File: src/shared/hbd_pkg.sv
package hbd_pkg;
   // Register address field, bits 6:2 of the address byte
   localparam logic [4:0] ADDR_GLOBAL = 5'h06;
   localparam logic [4:0] ADDR_OVERCURRENT = 5'h16;
   localparam logic [4:0] ADDR_OPEN_LOAD = 5'h01;
   // Address byte field positions
   localparam int ACCESS_KIND_POS = 7;
   localparam int ADDR_MSB = 6;
   localparam int ADDR_LSB = 2;
   localparam int CHAIN_POS = 1;
   // Global status bit positions
   localparam int GL_SPI_ERR = 7;
   localparam int GL_LOAD_FAULT = 6;
   localparam int GL_SUPPLY_LOW = 5;
   localparam int GL_SUPPLY_HIGH = 4;
   localparam int GL_POWER_UP = 3;
   localparam int GL_THERM_SD = 2;
   localparam int GL_THERM_PW = 1;
   localparam int GL_RSVD = 0;
   // Switch count: three bridges, low side at even bit, high side at odd
   localparam int SWITCHES = 6;
   // Values after power-on reset
   localparam logic [7:0] STATUS_RESET = 8'h00;
   localparam logic [SWITCHES-1:0] SWITCH_RESET = 6'h00;
   localparam logic [1:0] RSVD_ZERO = 2'h0;
   // Access kind: read only, or read and clear
   localparam logic ACCESS_READ = 1'b0;
   localparam logic ACCESS_CLEAR = 1'b1;

   // One decoded 16-bit serial command
   typedef struct packed {
      logic [7:0] addr_byte;
      logic [7:0] data_byte;
   } hbd_cmd_t;

   // Raw fault conditions from the analog detectors
   typedef struct packed {
      logic supply_low;
      logic supply_high;
      logic therm_sd;
      logic therm_pw;
      logic [SWITCHES-1:0] current_trip;
      logic [SWITCHES-1:0] open_load;
   } hbd_fault_t;
endpackage

File: src/hbd_diag_bank.sv
`timescale 1ns/1ps
module hbd_diag_bank (
   input wire logic mclk,
   input wire logic reset_n,
   // Command from the serial framer, same clock
   input wire logic cmd_valid,
   input wire hbd_pkg::hbd_cmd_t cmd,
   // Malformed frame pulse from the framer, same clock
   input wire logic frame_error,
   // Switch enables from the control registers, same clock
   input wire logic [hbd_pkg::SWITCHES-1:0] ctrl_enable,
   // Raw analog fault levels, asynchronous
   input wire hbd_pkg::hbd_fault_t fault_raw,
   // Data byte answered for the command
   output logic [7:0] resp_data_q,
   output logic resp_valid_q,
   // Gate drive enables after protection
   output logic [hbd_pkg::SWITCHES-1:0] switch_on_q
);

   // Fault synchroniser stages
   hbd_pkg::hbd_fault_t fault_meta_q;
   hbd_pkg::hbd_fault_t fault_q;

   // Sticky flags
   logic spi_err_q, spi_err_d;
   logic uv_q, uv_d;
   logic ov_q, ov_d;
   logic power_up_q, power_up_d;
   logic tsd_q, tsd_d;
   logic tpw_q, tpw_d;
   logic [hbd_pkg::SWITCHES-1:0] oc_q, oc_d;
   logic [hbd_pkg::SWITCHES-1:0] ol_q, ol_d;

   // Command decode
   wire [4:0] addr_field = cmd.addr_byte[hbd_pkg::ADDR_MSB:hbd_pkg::ADDR_LSB];
   wire is_clear = cmd.addr_byte[hbd_pkg::ACCESS_KIND_POS] == hbd_pkg::ACCESS_CLEAR;
   wire sel_global = addr_field == hbd_pkg::ADDR_GLOBAL;
   wire sel_oc = addr_field == hbd_pkg::ADDR_OVERCURRENT;
   wire sel_ol = addr_field == hbd_pkg::ADDR_OPEN_LOAD;
   // Clear strobes, one per register
   wire clr_global = cmd_valid && is_clear && sel_global;
   wire clr_oc = cmd_valid && is_clear && sel_oc;
   wire clr_ol = cmd_valid && is_clear && sel_ol;

   // Summary of all switch flags, no storage of its own
   wire load_fault = (|oc_q) | (|ol_q);
   // Any latched supply fault or thermal shutdown kills every output
   wire global_kill = uv_q | ov_q | tsd_q;

   // Register images
   wire [7:0] global_img = {spi_err_q, load_fault, uv_q, ov_q,
                            power_up_q, tsd_q, tpw_q, 1'b0};
   wire [7:0] oc_img = {hbd_pkg::RSVD_ZERO, oc_q};
   wire [7:0] ol_img = {hbd_pkg::RSVD_ZERO, ol_q};
   // Read mux, unmapped addresses answer zero
   wire [7:0] read_img = sel_global ? global_img :
                         sel_oc ? oc_img :
                         sel_ol ? ol_img : hbd_pkg::STATUS_RESET;

   // Sticky flag update, set wins over clear
   function automatic logic sticky(input logic q, input logic clr, input logic set);
      sticky = (q & ~clr) | set;
   endfunction

   // Cross-current guard: both switches of a bridge on turns the bridge off
   function automatic logic [hbd_pkg::SWITCHES-1:0] no_cross(
      input logic [hbd_pkg::SWITCHES-1:0] en);
      logic [hbd_pkg::SWITCHES-1:0] r;
      r = en;
      for (int b = 0; b < hbd_pkg::SWITCHES; b += 2) begin
         if (en[b] && en[b+1]) begin
            r[b] = 1'b0;
            r[b+1] = 1'b0;
         end
      end
      no_cross = r;
   endfunction

   // Next flag values; flags only drop on a host clear
   always_comb begin
      spi_err_d = sticky(spi_err_q, clr_global, frame_error);
      uv_d = sticky(uv_q, clr_global, fault_q.supply_low);
      ov_d = sticky(ov_q, clr_global, fault_q.supply_high);
      tsd_d = sticky(tsd_q, clr_global, fault_q.therm_sd);
      tpw_d = sticky(tpw_q, clr_global, fault_q.therm_pw);
      // Clear acknowledges power-up, flag then shows no reset seen
      power_up_d = power_up_q | clr_global;
      for (int i = 0; i < hbd_pkg::SWITCHES; i++) begin
         oc_d[i] = sticky(oc_q[i], clr_oc, fault_q.current_trip[i]);
         ol_d[i] = sticky(ol_q[i], clr_ol, fault_q.open_load[i]);
      end
   end

   // Two-flop synchroniser for analog faults
   always_ff @(posedge mclk or negedge reset_n) begin
      if (!reset_n) begin
         fault_meta_q <= '0;
         fault_q <= '0;
      end else begin
         fault_meta_q <= fault_raw;
         fault_q <= fault_meta_q;
      end
   end

   // Global flags
   always_ff @(posedge mclk or negedge reset_n) begin
      if (!reset_n) begin
         spi_err_q <= 1'b0;
         uv_q <= 1'b0;
         ov_q <= 1'b0;
         power_up_q <= 1'b0;
         tsd_q <= 1'b0;
         tpw_q <= 1'b0;
      end else begin
         spi_err_q <= spi_err_d;
         uv_q <= uv_d;
         ov_q <= ov_d;
         power_up_q <= power_up_d;
         tsd_q <= tsd_d;
         tpw_q <= tpw_d;
      end
   end

   // Per-switch flags
   always_ff @(posedge mclk or negedge reset_n) begin
      if (!reset_n) begin
         oc_q <= hbd_pkg::SWITCH_RESET;
         ol_q <= hbd_pkg::SWITCH_RESET;
      end else begin
         oc_q <= oc_d;
         ol_q <= ol_d;
      end
   end

   // Answer byte: old contents, taken before any clear
   always_ff @(posedge mclk or negedge reset_n) begin
      if (!reset_n) begin
         resp_data_q <= hbd_pkg::STATUS_RESET;
         resp_valid_q <= 1'b0;
      end else begin
         resp_valid_q <= cmd_valid;
         if (cmd_valid) begin
            resp_data_q <= read_img;
         end
      end
   end

   // Output gating; the prewarning flag plays no part
   always_ff @(posedge mclk or negedge reset_n) begin
      if (!reset_n) begin
         switch_on_q <= hbd_pkg::SWITCH_RESET;
      end else if (global_kill) begin
         switch_on_q <= hbd_pkg::SWITCH_RESET;
      end else begin
         switch_on_q <= no_cross(ctrl_enable) & ~oc_q & ~oc_d;
      end
   end
endmodule

File: config.mk
export PLATFORM = sky130hd
export DESIGN_NAME = hbd_diag_bank
export DESIGN_NICKNAME = d
export VERILOG_FILES = /design/src/shared/hbd_pkg.sv /design/src/hbd_diag_bank.sv
export SDC_FILE = /design/constraint.sdc
export NUM_CORES = 1
export LEC_CHECK = 0
export BUFFER_PORTS_ARGS = -buffer_cell sky130_fd_sc_hd__buf_2
export CORE_ASPECT_RATIO = 1.25
export CORE_MARGIN = 10
export CORE_UTILIZATION = 48
export CTS_BUF_LIST = sky130_fd_sc_hd__clkbuf_4 sky130_fd_sc_hd__clkbuf_8
export CTS_CLUSTER_DIAMETER = 100
export DETAILED_ROUTE_END_ITERATION = 8
export GPL_TIMING_DRIVEN = 0
export PLACE_DENSITY = 0.71
export REMOVE_ABC_BUFFERS = 1
export SYNTH_ARGS = -nofsm -noshare
export SYNTH_HDL_FRONTEND = slang
export SYNTH_SLANG_ARGS = --single-unit
File: constraint.sdc
create_clock -name mclk -period 1.75 [get_ports mclk]
set_input_delay 0.35 -clock mclk [delete_from_list [all_inputs] [get_ports mclk]]
set_output_delay 0.35 -clock mclk [all_outputs]
set_load 0.05 [all_outputs]
Yosys cells after proc, flatten, opt, wreduce, memory -nomap -nowiden --
Cells that the tools add are included.
Storage, ports and cells: flip-flop bits (word level) 65, bits of input ports 42, output and inout bits 15, logic and storage cells 90
Operators by class: equality and inequality tests 3, muxes and demuxes 10, bitwise operators 45, reduce and logical (&&, ||, !) cells 9
Operator list (count):
- $or 1x1->1 | 21
- $mux 6 | 3
- $and 1x1->1 | 17
- $and 6x6->6 | 2
- $mux 2 | 6
- $not 6->6 | 2
- $reduce_or 6->1 | 2
- $mux 8 | 1
- $logic_and 1x1->1 | 7
- $eq 5x1->1 const B | 1
- $eq 5x3->1 const B | 1
- $eq 5x5->1 const B | 1
- $not 1->1 | 3

Logic depth before layout (Yosys ltp) --
Gate-level depths: netlist of the first run.
depth in word-level cells 8, gate-level depth with buffers 4

Worst setup path after synthesis of the first run --
No wires, ideal clock.
path kind input port to flip-flop, start in cmd[10] in the netlist's numbering, end reg ov_q, setup time 0.118 ns, data arrival time 1.049 ns, required time 1.632 ns, setup slack 0.583 ns, stages 3, cell sequence and4bb_4 nand4_4 a21o_1
Between the ends: cells in the longest elaborated chain, start to end 5
RTL lines:
- start: declaration | RTL line hbd_diag_bank.sv:7 | input wire hbd_pkg::hbd_cmd_t cmd,
- $eq 5x3->1 | RTL line hbd_diag_bank.sv:38 | wire sel_global = addr_field == hbd_pkg::ADDR_GLOBAL;
- $logic_and 1x1->1 | RTL line hbd_diag_bank.sv:42 | wire clr_global = cmd_valid && is_clear && sel_global;
- $not 1->1 | RTL line hbd_diag_bank.sv:63 | sticky = (q & ~clr) | set;
- $and 1x1->1 | RTL line hbd_diag_bank.sv:63
- $or 1x1->1 | RTL line hbd_diag_bank.sv:63
- via ov_d | RTL line hbd_diag_bank.sv:28 | logic ov_q, ov_d;
- end signal: assignment | RTL line hbd_diag_bank.sv:118 | ov_q <= ov_d;
- end: declaration | RTL line hbd_diag_bank.sv:28
The timed path passes the listed nets, and every way through them passes these cells. A chain may end at the register's enable or synchronous reset.

Worst setup path in the final report of the first run --
start reg ov_q, end reg switch_on_q[3] in the netlist's numbering
Between the ends: cells in the longest elaborated chain, start to end 3
RTL lines:
- $or 1x1->1 (2 in series) | RTL line hbd_diag_bank.sv:49 | wire global_kill = uv_q | ov_q | tsd_q;
- $mux 6 | RTL line hbd_diag_bank.sv:153 | end else if (global_kill) begin
- end signal: assignment | RTL line hbd_diag_bank.sv:152 | switch_on_q <= hbd_pkg::SWITCH_RESET;
- end signal: assignment | RTL line hbd_diag_bank.sv:154 | switch_on_q <= hbd_pkg::SWITCH_RESET;
- end signal: assignment | RTL line hbd_diag_bank.sv:156 | switch_on_q <= no_cross(ctrl_enable) & ~oc_q & ~oc_d;
- end: declaration | RTL line hbd_diag_bank.sv:18 | output logic [hbd_pkg::SWITCHES-1:0] switch_on_q
No other way between the ends.

==> results of run 1 <==
## metal layers
metal  up-vias  track usage [%]  wire (µm)
li1        626                -          -
met1       666             12.1       1590
met2        45             17.2       2100
met3         6             5.97        428
met4         0             7.08         54
met5         -                0          0
## cells in the final DEF, fill, tap and decap left out, types with 5 or more instances in the layout
cell | synthesis | layout
a21o_1 | 17 | 17
a31oi_1 | 5 | 5
buf_2 | 2 | 45
clkbuf_8 | 0 | 10
dfrtp_1 | 65 | 65
nand2b_1 | 7 | 7
nand3_1 | 7 | 7
nor4_2 | 6 | 6
o21ai_0 | 5 | 5
o32ai_1 | 5 | 5
## through the flow
step / instances / utilization [%] / power, mW / setup WS (ns)
5_1_grt: 257 / 61.9 / 3.44 / 0.376
4_1_cts: 257 / 61.8 / 3.35 / 0.393
6_report: 257 / 61.9 / 3.31 / 0.415
3_3_place_gp: 241 / 56.3 / 1.80 / 0.243
2_1_floorplan: 137 / - / 1.70 / 0.543
3_5_place_dp: 241 / 56.3 / 1.82 / 0.159
## registers in the layout, indices dropped and copies added (netlist names)
signal,flops
fault_meta_q,16
fault_q,16
resp_data_q,8
oc_q,6
ol_q,6
switch_on_q,6
ov_q,1
power_up_q,1
resp_valid_q,1
spi_err_q,1
tpw_q,1
tsd_q,1
uv_q,1
## power groups by stage
stage                     Combinational, mW  Sequential, mW  Clock, mW
after floorplan                      0.0449            1.66          0
after global placement                0.194            1.61          0
after detailed placement              0.201            1.62          0
after CTS                             0.201            1.59       1.56
after global routing                  0.217            1.59       1.63
final                                 0.198            1.59       1.53
## final cells by class
type	instances	share of cell area [%]
Clock buffer	11	5.26
Sequential cell	65	59.0
Tap cell	58	2.63
Clock inverter	5	3.72
Timing Repair Buffer	46	8.44
Inverter	2	0.272
Multi-Input combinational cell	70	20.7
## cell families after synthesis
family          after synthesis  synth area share [%]
compound gates               37                  11.7
simple gates                 33                  13.9
buf+inv                       6                  1.51
flops                        65                  72.9
## critical path: stages, from the launching register on
cell and delay [ns]:
dfrtp_1 0.40, or3_1 0.55, nor4_2 0.28
## how the worst max path moves through the flow
stage / from / end / slack [ns] / cells past startpoint
floorplan: cmd[10] / ol_q[0] / 0.54 / 3
finish: ov_q / switch_on_q[3] / 0.42 / 2
CTS: ov_q / switch_on_q[3] / 0.39 / 2
global placement: reset_n / fault_meta_q[10] / 0.24 / 1
detailed placement: reset_n / fault_meta_q[10] / 0.16 / 1
global route: ov_q / switch_on_q[3] / 0.38 / 2
==> results.py, run 1 <==
metrics = {
    "run_status": {
        "status": "finished, final reports clean",
    },
    "setup_path": {
        "cp.required_ns": 1.98,
        "start_kind": "flip-flop",
        "cp.arrival_ns": 1.56,
        "timing.rr.start": "ov_q",
        "critical_path_class": "flip-flop to flip-flop",
        "path_max_fanout": 6,
        "critPathCaptureType": "flip-flop",
        "reg2reg_slack_ns": 0.42,
        "ff2ff_path_depth": 2,
        "r2r_end": "switch_on_q[3]",
    },
    "final_layout": {
        "finish.instance_area_um2": 2760,
        "drive_gt1_share_pct": 37.2,
        "seq_area_um2": 1630,
        "multiInputGateArea_um2": 572,
        "layout.nets": 236,
        "fillers": 363,
        "diodes": 0,
        "area_growth_pct": 23.6,
    },
    "yosys": {
        "synth_area_leaders": "dfrtp_1 (73%), a21o_1 (5.7%), nor4_2 (3.4%)",
        "yosysTopAreaCellShare_pct": 72.9,
        "synth_common_cells": "dfrtp_1 (65), a21o_1 (17), nand2b_1 (7), nand3_1 (7), nor4_2 (6)",
        "synthesis.area_um2": 2230,
        "async_reset_ff_share_pct": 100,
        "synth_ff_type": "dfrtp_1",
        "yosysMostFrequentCell": "dfrtp_1",
        "synth_cell_types": 24,
        "yosys.area.top_type": "dfrtp_1",
        "yosys_warnings": 0,
        "syn_inst": 141,
        "ys_seq_area_share_pct": 72.9,
        "yosys_register_bits": 65,
        "synth_edf_count": 0,
        "synth.avg_cell_area_um2": 15.8,
    },
    "floorplan": {
        "fp.dieH_um": 96.2,
        "core_um2": 4460,
        "rows": 27,
        "dieArea_um2": 7790,
        "start_util_pct": 50.1,
        "io_pins": 57,
        "die_w_um": 81.0,
    },
    "timing": {
        "tns_ns": 0,
        "timing.final.max_slew_violations": 0,
        "timing.hold.ws_ns": 0.0885,
        "post-route-period-util_pct": 76.3,
        "hold_viol": 0,
        "maxSlewHeadroom_pct": 49.1,
        "finalClockSkew_ns": 0.00651,
        "post-route-min-period_ns": 1.33,
        "rsz0062_at_grt": "false",
        "finalSetupViolations": 0,
        "tightest_slew_ns": 0.764,
        "max_freq_ghz": 0.749,
    },
    "placed_design": {
        "dp_hpwl_um": 3080,
        "numPortBuffers": 46,
        "placed_area_um2": 2510,
        "gp_congestion": 0.854,
    },
    "route": {
        "vias_per_cell": 5.23,
        "wl_per_cell_um": 16.3,
        "drtIter0Drc": 74,
        "ant_nets": 0,
        "drt-total-wl_um": 4180,
        "vias": 1343,
        "drc": 0,
        "first_pass_iters": 4,
    },
    "pwr": {
        "swShare_pct": 20.9,
        "p_leak_nw": 1.17,
        "seqPwrFrac_pct": 47.9,
        "vdd_ir_drop_max_mv": 0.757,
        "p_clk_share_pct": 46.1,
        "p_int_mw": 2.62,
        "power.switching_mw": 0.694,
        "p_comb_share_pct": 6.0,
        "power.density_nw_per_um2": 1200,
    },
    "global_routing": {
        "grt_pass1_wl_um": 6620,
        "grt_max_degree": 66,
        "grt_use_total_pct": 11.3,
        "grt_pass1_vias": 1404,
        "overflow": 0,
        "grt_antenna_before_repair": 0,
    },
    "clock_network": {
        "cts_tree": "yes",
        "clockBufferDepth": 2,
        "cts_buffers": 9,
        "cts_num_sinks": 65,
        "clock_latency_ns": 0.33,
        "postCtsSetupRepairBufs": 0,
        "cts_root_buf": "clkbuf_8",
        "clkSlewWorstSetupHoldPaths_ns": 0.07,
        "cts_htree_levels": 3,
        "postCtsHoldBufs": 0,
        "post_cts_resized": 0,
    },
    "job": {
        "drv_cap": 0,
    },
    "min_path": {
        "hold_path_class": "primary input to async pin",
    },
}
(Power assumes the default switching activity.)
==> inputs of run 2 (changes only) <==
- ABC_AREA: default -> 1
- PLACE_DENSITY: 0.71 -> 0.74
- clock period: 1.75 -> 1.2 ns (I/O delays scaled with it)
==> results.py, run 2 <==
metrics = {
    "clock_network": {
        "postCtsSetupRepairBufs": 0,
        "cts_num_sinks": 65,
        "cts_tree": "yes",
        "clock_latency_ns": 0.33,
        "clkSlewWorstSetupHoldPaths_ns": 0.07,
        "cts_root_buf": "clkbuf_8",
        "cts_buffers": 9,
        "clockBufferDepth": 2,
        "cts_htree_levels": 3,
    },
    "setup_path": {
        "critical_path_class": "flip-flop to output pin",
        "crit_buf_inv": 1,
        "timing.rr.start": "ol_q[4]",
        "cp.required_ns": 0.96,
        "cp_cell_sequence": "buf_2",
        "crit_slowest_cell": "dfrtp_1",
        "cp.arrival_ns": 0.92,
        "critPathCaptureType": "output pin",
        "path_delay_family": "flip-flops",
        "reg2reg_slack_ns": 0.16,
        "r2r_end": "resp_data_q[6]",
        "cpPeakStageDelay_ns": 0.34,
        "ff2ff_path_depth": 6,
        "path_max_fanout": 2,
        "start_kind": "flip-flop",
    },
    "timing": {
        "finalClockSkew_ns": 0.00751,
        "timing.hold.ws_ns": -0.00349,
        "tightest_slew_ns": 0.770,
        "max_freq_ghz": 0.859,
        "post-route-period-util_pct": 97.0,
        "timing.final.max_slew_violations": 0,
        "maxSlewHeadroom_pct": 48.7,
        "hold_viol": 9,
        "finalSetupViolations": 0,
        "post-route-min-period_ns": 1.16,
        "worst_slack_ns": 0.0354,
        "tns_ns": 0,
        "rsz0062_at_grt": "false",
    },
    "placed_design": {
        "gp_congestion": 0.797,
        "dp_slack_ns": -0.313,
        "numPortBuffers": 46,
        "dp_hpwl_um": 3280,
    },
    "job": {
        "drv_cap": 0,
    },
    "min_path": {
        "hold_path_class": "primary input to async pin",
    },
    "route": {
        "first_pass_iters": 4,
        "wl_met1_um": 1880,
        "wl_met3_um": 443,
        "highest_layer": "met4",
        "drc": 0,
        "drtIter0Drc": 137,
        "vias_per_cell": 4.70,
        "ant_nets": 0,
        "dr_wl_met2_um": 2240,
        "drt-total-wl_um": 4630,
        "wl_per_cell_um": 13.4,
        "vias": 1626,
    },
    "floorplan": {
        "io_pins": 57,
        "start_util_pct": 49.1,
        "core_um2": 4730,
        "rows": 28,
        "fp.dieH_um": 97.8,
        "die_w_um": 82.2,
        "dieArea_um2": 8040,
    },
    "global_routing": {
        "grt_pass1_vias": 1647,
        "grt_antenna_before_repair": 0,
        "grt_use_total_pct": 12.0,
        "grt_max_degree": 66,
        "overflow": 0,
        "grt_pass1_wl_um": 7490,
    },
    "yosys": {
        "ys_seq_area_share_pct": 70.0,
        "synth_ff_type": "dfrtp_1",
        "synthesis.area_um2": 2320,
        "syn_inst": 211,
        "synth_edf_count": 0,
        "yosys.area.top_type": "dfrtp_1",
        "synth.avg_cell_area_um2": 11.0,
        "synth_common_cells": "dfrtp_1 (65), nand2_1 (50), inv_1 (31)",
        "yosys_warnings": 0,
        "synth_cell_types": 20,
        "yosysMostFrequentCell": "dfrtp_1",
        "async_reset_ff_share_pct": 100,
        "synth_area_leaders": "dfrtp_1 (70%), nand2_1 (8.1%), inv_1 (5.0%)",
        "yosysTopAreaCellShare_pct": 70.0,
        "yosys_register_bits": 65,
    },
    "final_layout": {
        "diodes": 0,
        "final_common_cell": "dfrtp_1",
        "reg_top3": "fault_meta_q (16), fault_q (16), resp_data_q (8)",
        "post-route-util_pct": 63.3,
        "area_growth_pct": 28.8,
        "mostFrequentLayoutCells": "dfrtp_1 (65), nand2_1 (50), buf_2 (37)",
        "fillers": 406,
        "layout.nets": 323,
        "drive_gt1_share_pct": 25.5,
    },
    "pwr": {
        "p_leak_nw": 1.62,
        "vdd_ir_drop_max_mv": 1.08,
        "power_mw": 4.41,
        "power.density_nw_per_um2": 1470,
    },
    "run_status": {
        "violations": "negative hold slack",
        "status": "finished, violations left",
    },
}
[run 2: cell count changes in the layout (fill, tap and decap cells not counted), sizes merged, moves of 9 or more]
cell / delta
o21bai: +9
dlygate4sd3: +15
nand2: +51
a21o: -15
nor4: -9
nor2: +23
inv: +31
nand4: +11
[run 2: layer usage]
metal / vias to the layer above / track usage [%]
li1: 803 / -
met1: 768 / 13.8
met2: 49 / 18.4
met3: 6 / 5.69
met4: 0 / 5.51
met5: - / 0
[run 2: cell families after synthesis]
kind of cell,count (synthesis),share of synthesized area (%)
buf+inv,35,5.71
flops,65,70.0
compound gates,16,5.22
simple gates,95,19.1
[run 2: layout make-up]
type | instances | area [µm²] | share of cell area (%)
sequential | 65 | 1630 | 54.3
clock inverter | 5 | 55.1 | 1.84
multi-input combinational | 111 | 564 | 18.9
timing repair buffer | 61 | 403 | 13.5
inverter | 33 | 124 | 4.14
clock buffer | 11 | 145 | 4.85
tap | 60 | 75.1 | 2.51
[run 2: power breakdown]
group          internal, mW  leakage, nW  switching, mW  total, mW
clock                  1.03       0.0987          0.778       1.81
sequential             2.27        0.740         0.0267       2.30
combinational         0.116        0.781          0.186      0.302
[run 2: what timing repair did]
action | CTS | global route
hold endpoints to repair | 15 | 0
hold buffers | 15 | 0
endpoints found under the setup margin | 4 | 4
gates cloned | 0 | 0
pin swaps | 0 | 0
gates resized for setup | 4 | 7
[run 2: worst max path at each step]
stage / startpoint / to / slack [ns] / cells past startpoint
2_1_floorplan: cmd[13] / ol_q[0] / 0.29 / 4
3_3_place_gp: reset_n / fault_meta_q[6] / -0.27 / 1
3_5_place_dp: reset_n / fault_q[7] / -0.31 / 1
4_1_cts: resp_data_q[4] / resp_data_q[4] / 0.004 / 1
5_1_grt: resp_data_q[6] / resp_data_q[6] / 0.001 / 1
6_report: resp_data_q[6] / resp_data_q[6] / 0.04 / 1
[run 2: worst reg2reg max path, stage by stage, from the launching register on]
cell and delay [ns]:
dfrtp_1 0.39, inv_1 0.07, nand2_1 0.05, nor3_1 0.21
nand2_1 0.10, nand2_1 0.07, nand2_1 0.04
[run 2: stage by stage]
stage | cell area [µm²] | cells | hold WS, ns
6_report | 2990 | 346 | -0.00349
5_1_grt | 2990 | 346 | 0.000888
4_1_cts | 2980 | 346 | 0.00274
3_5_place_dp | 2620 | 315 | 0.335
3_3_place_gp | 2620 | 315 | 0.332
2_1_floorplan | 2310 | 209 | -0.0556
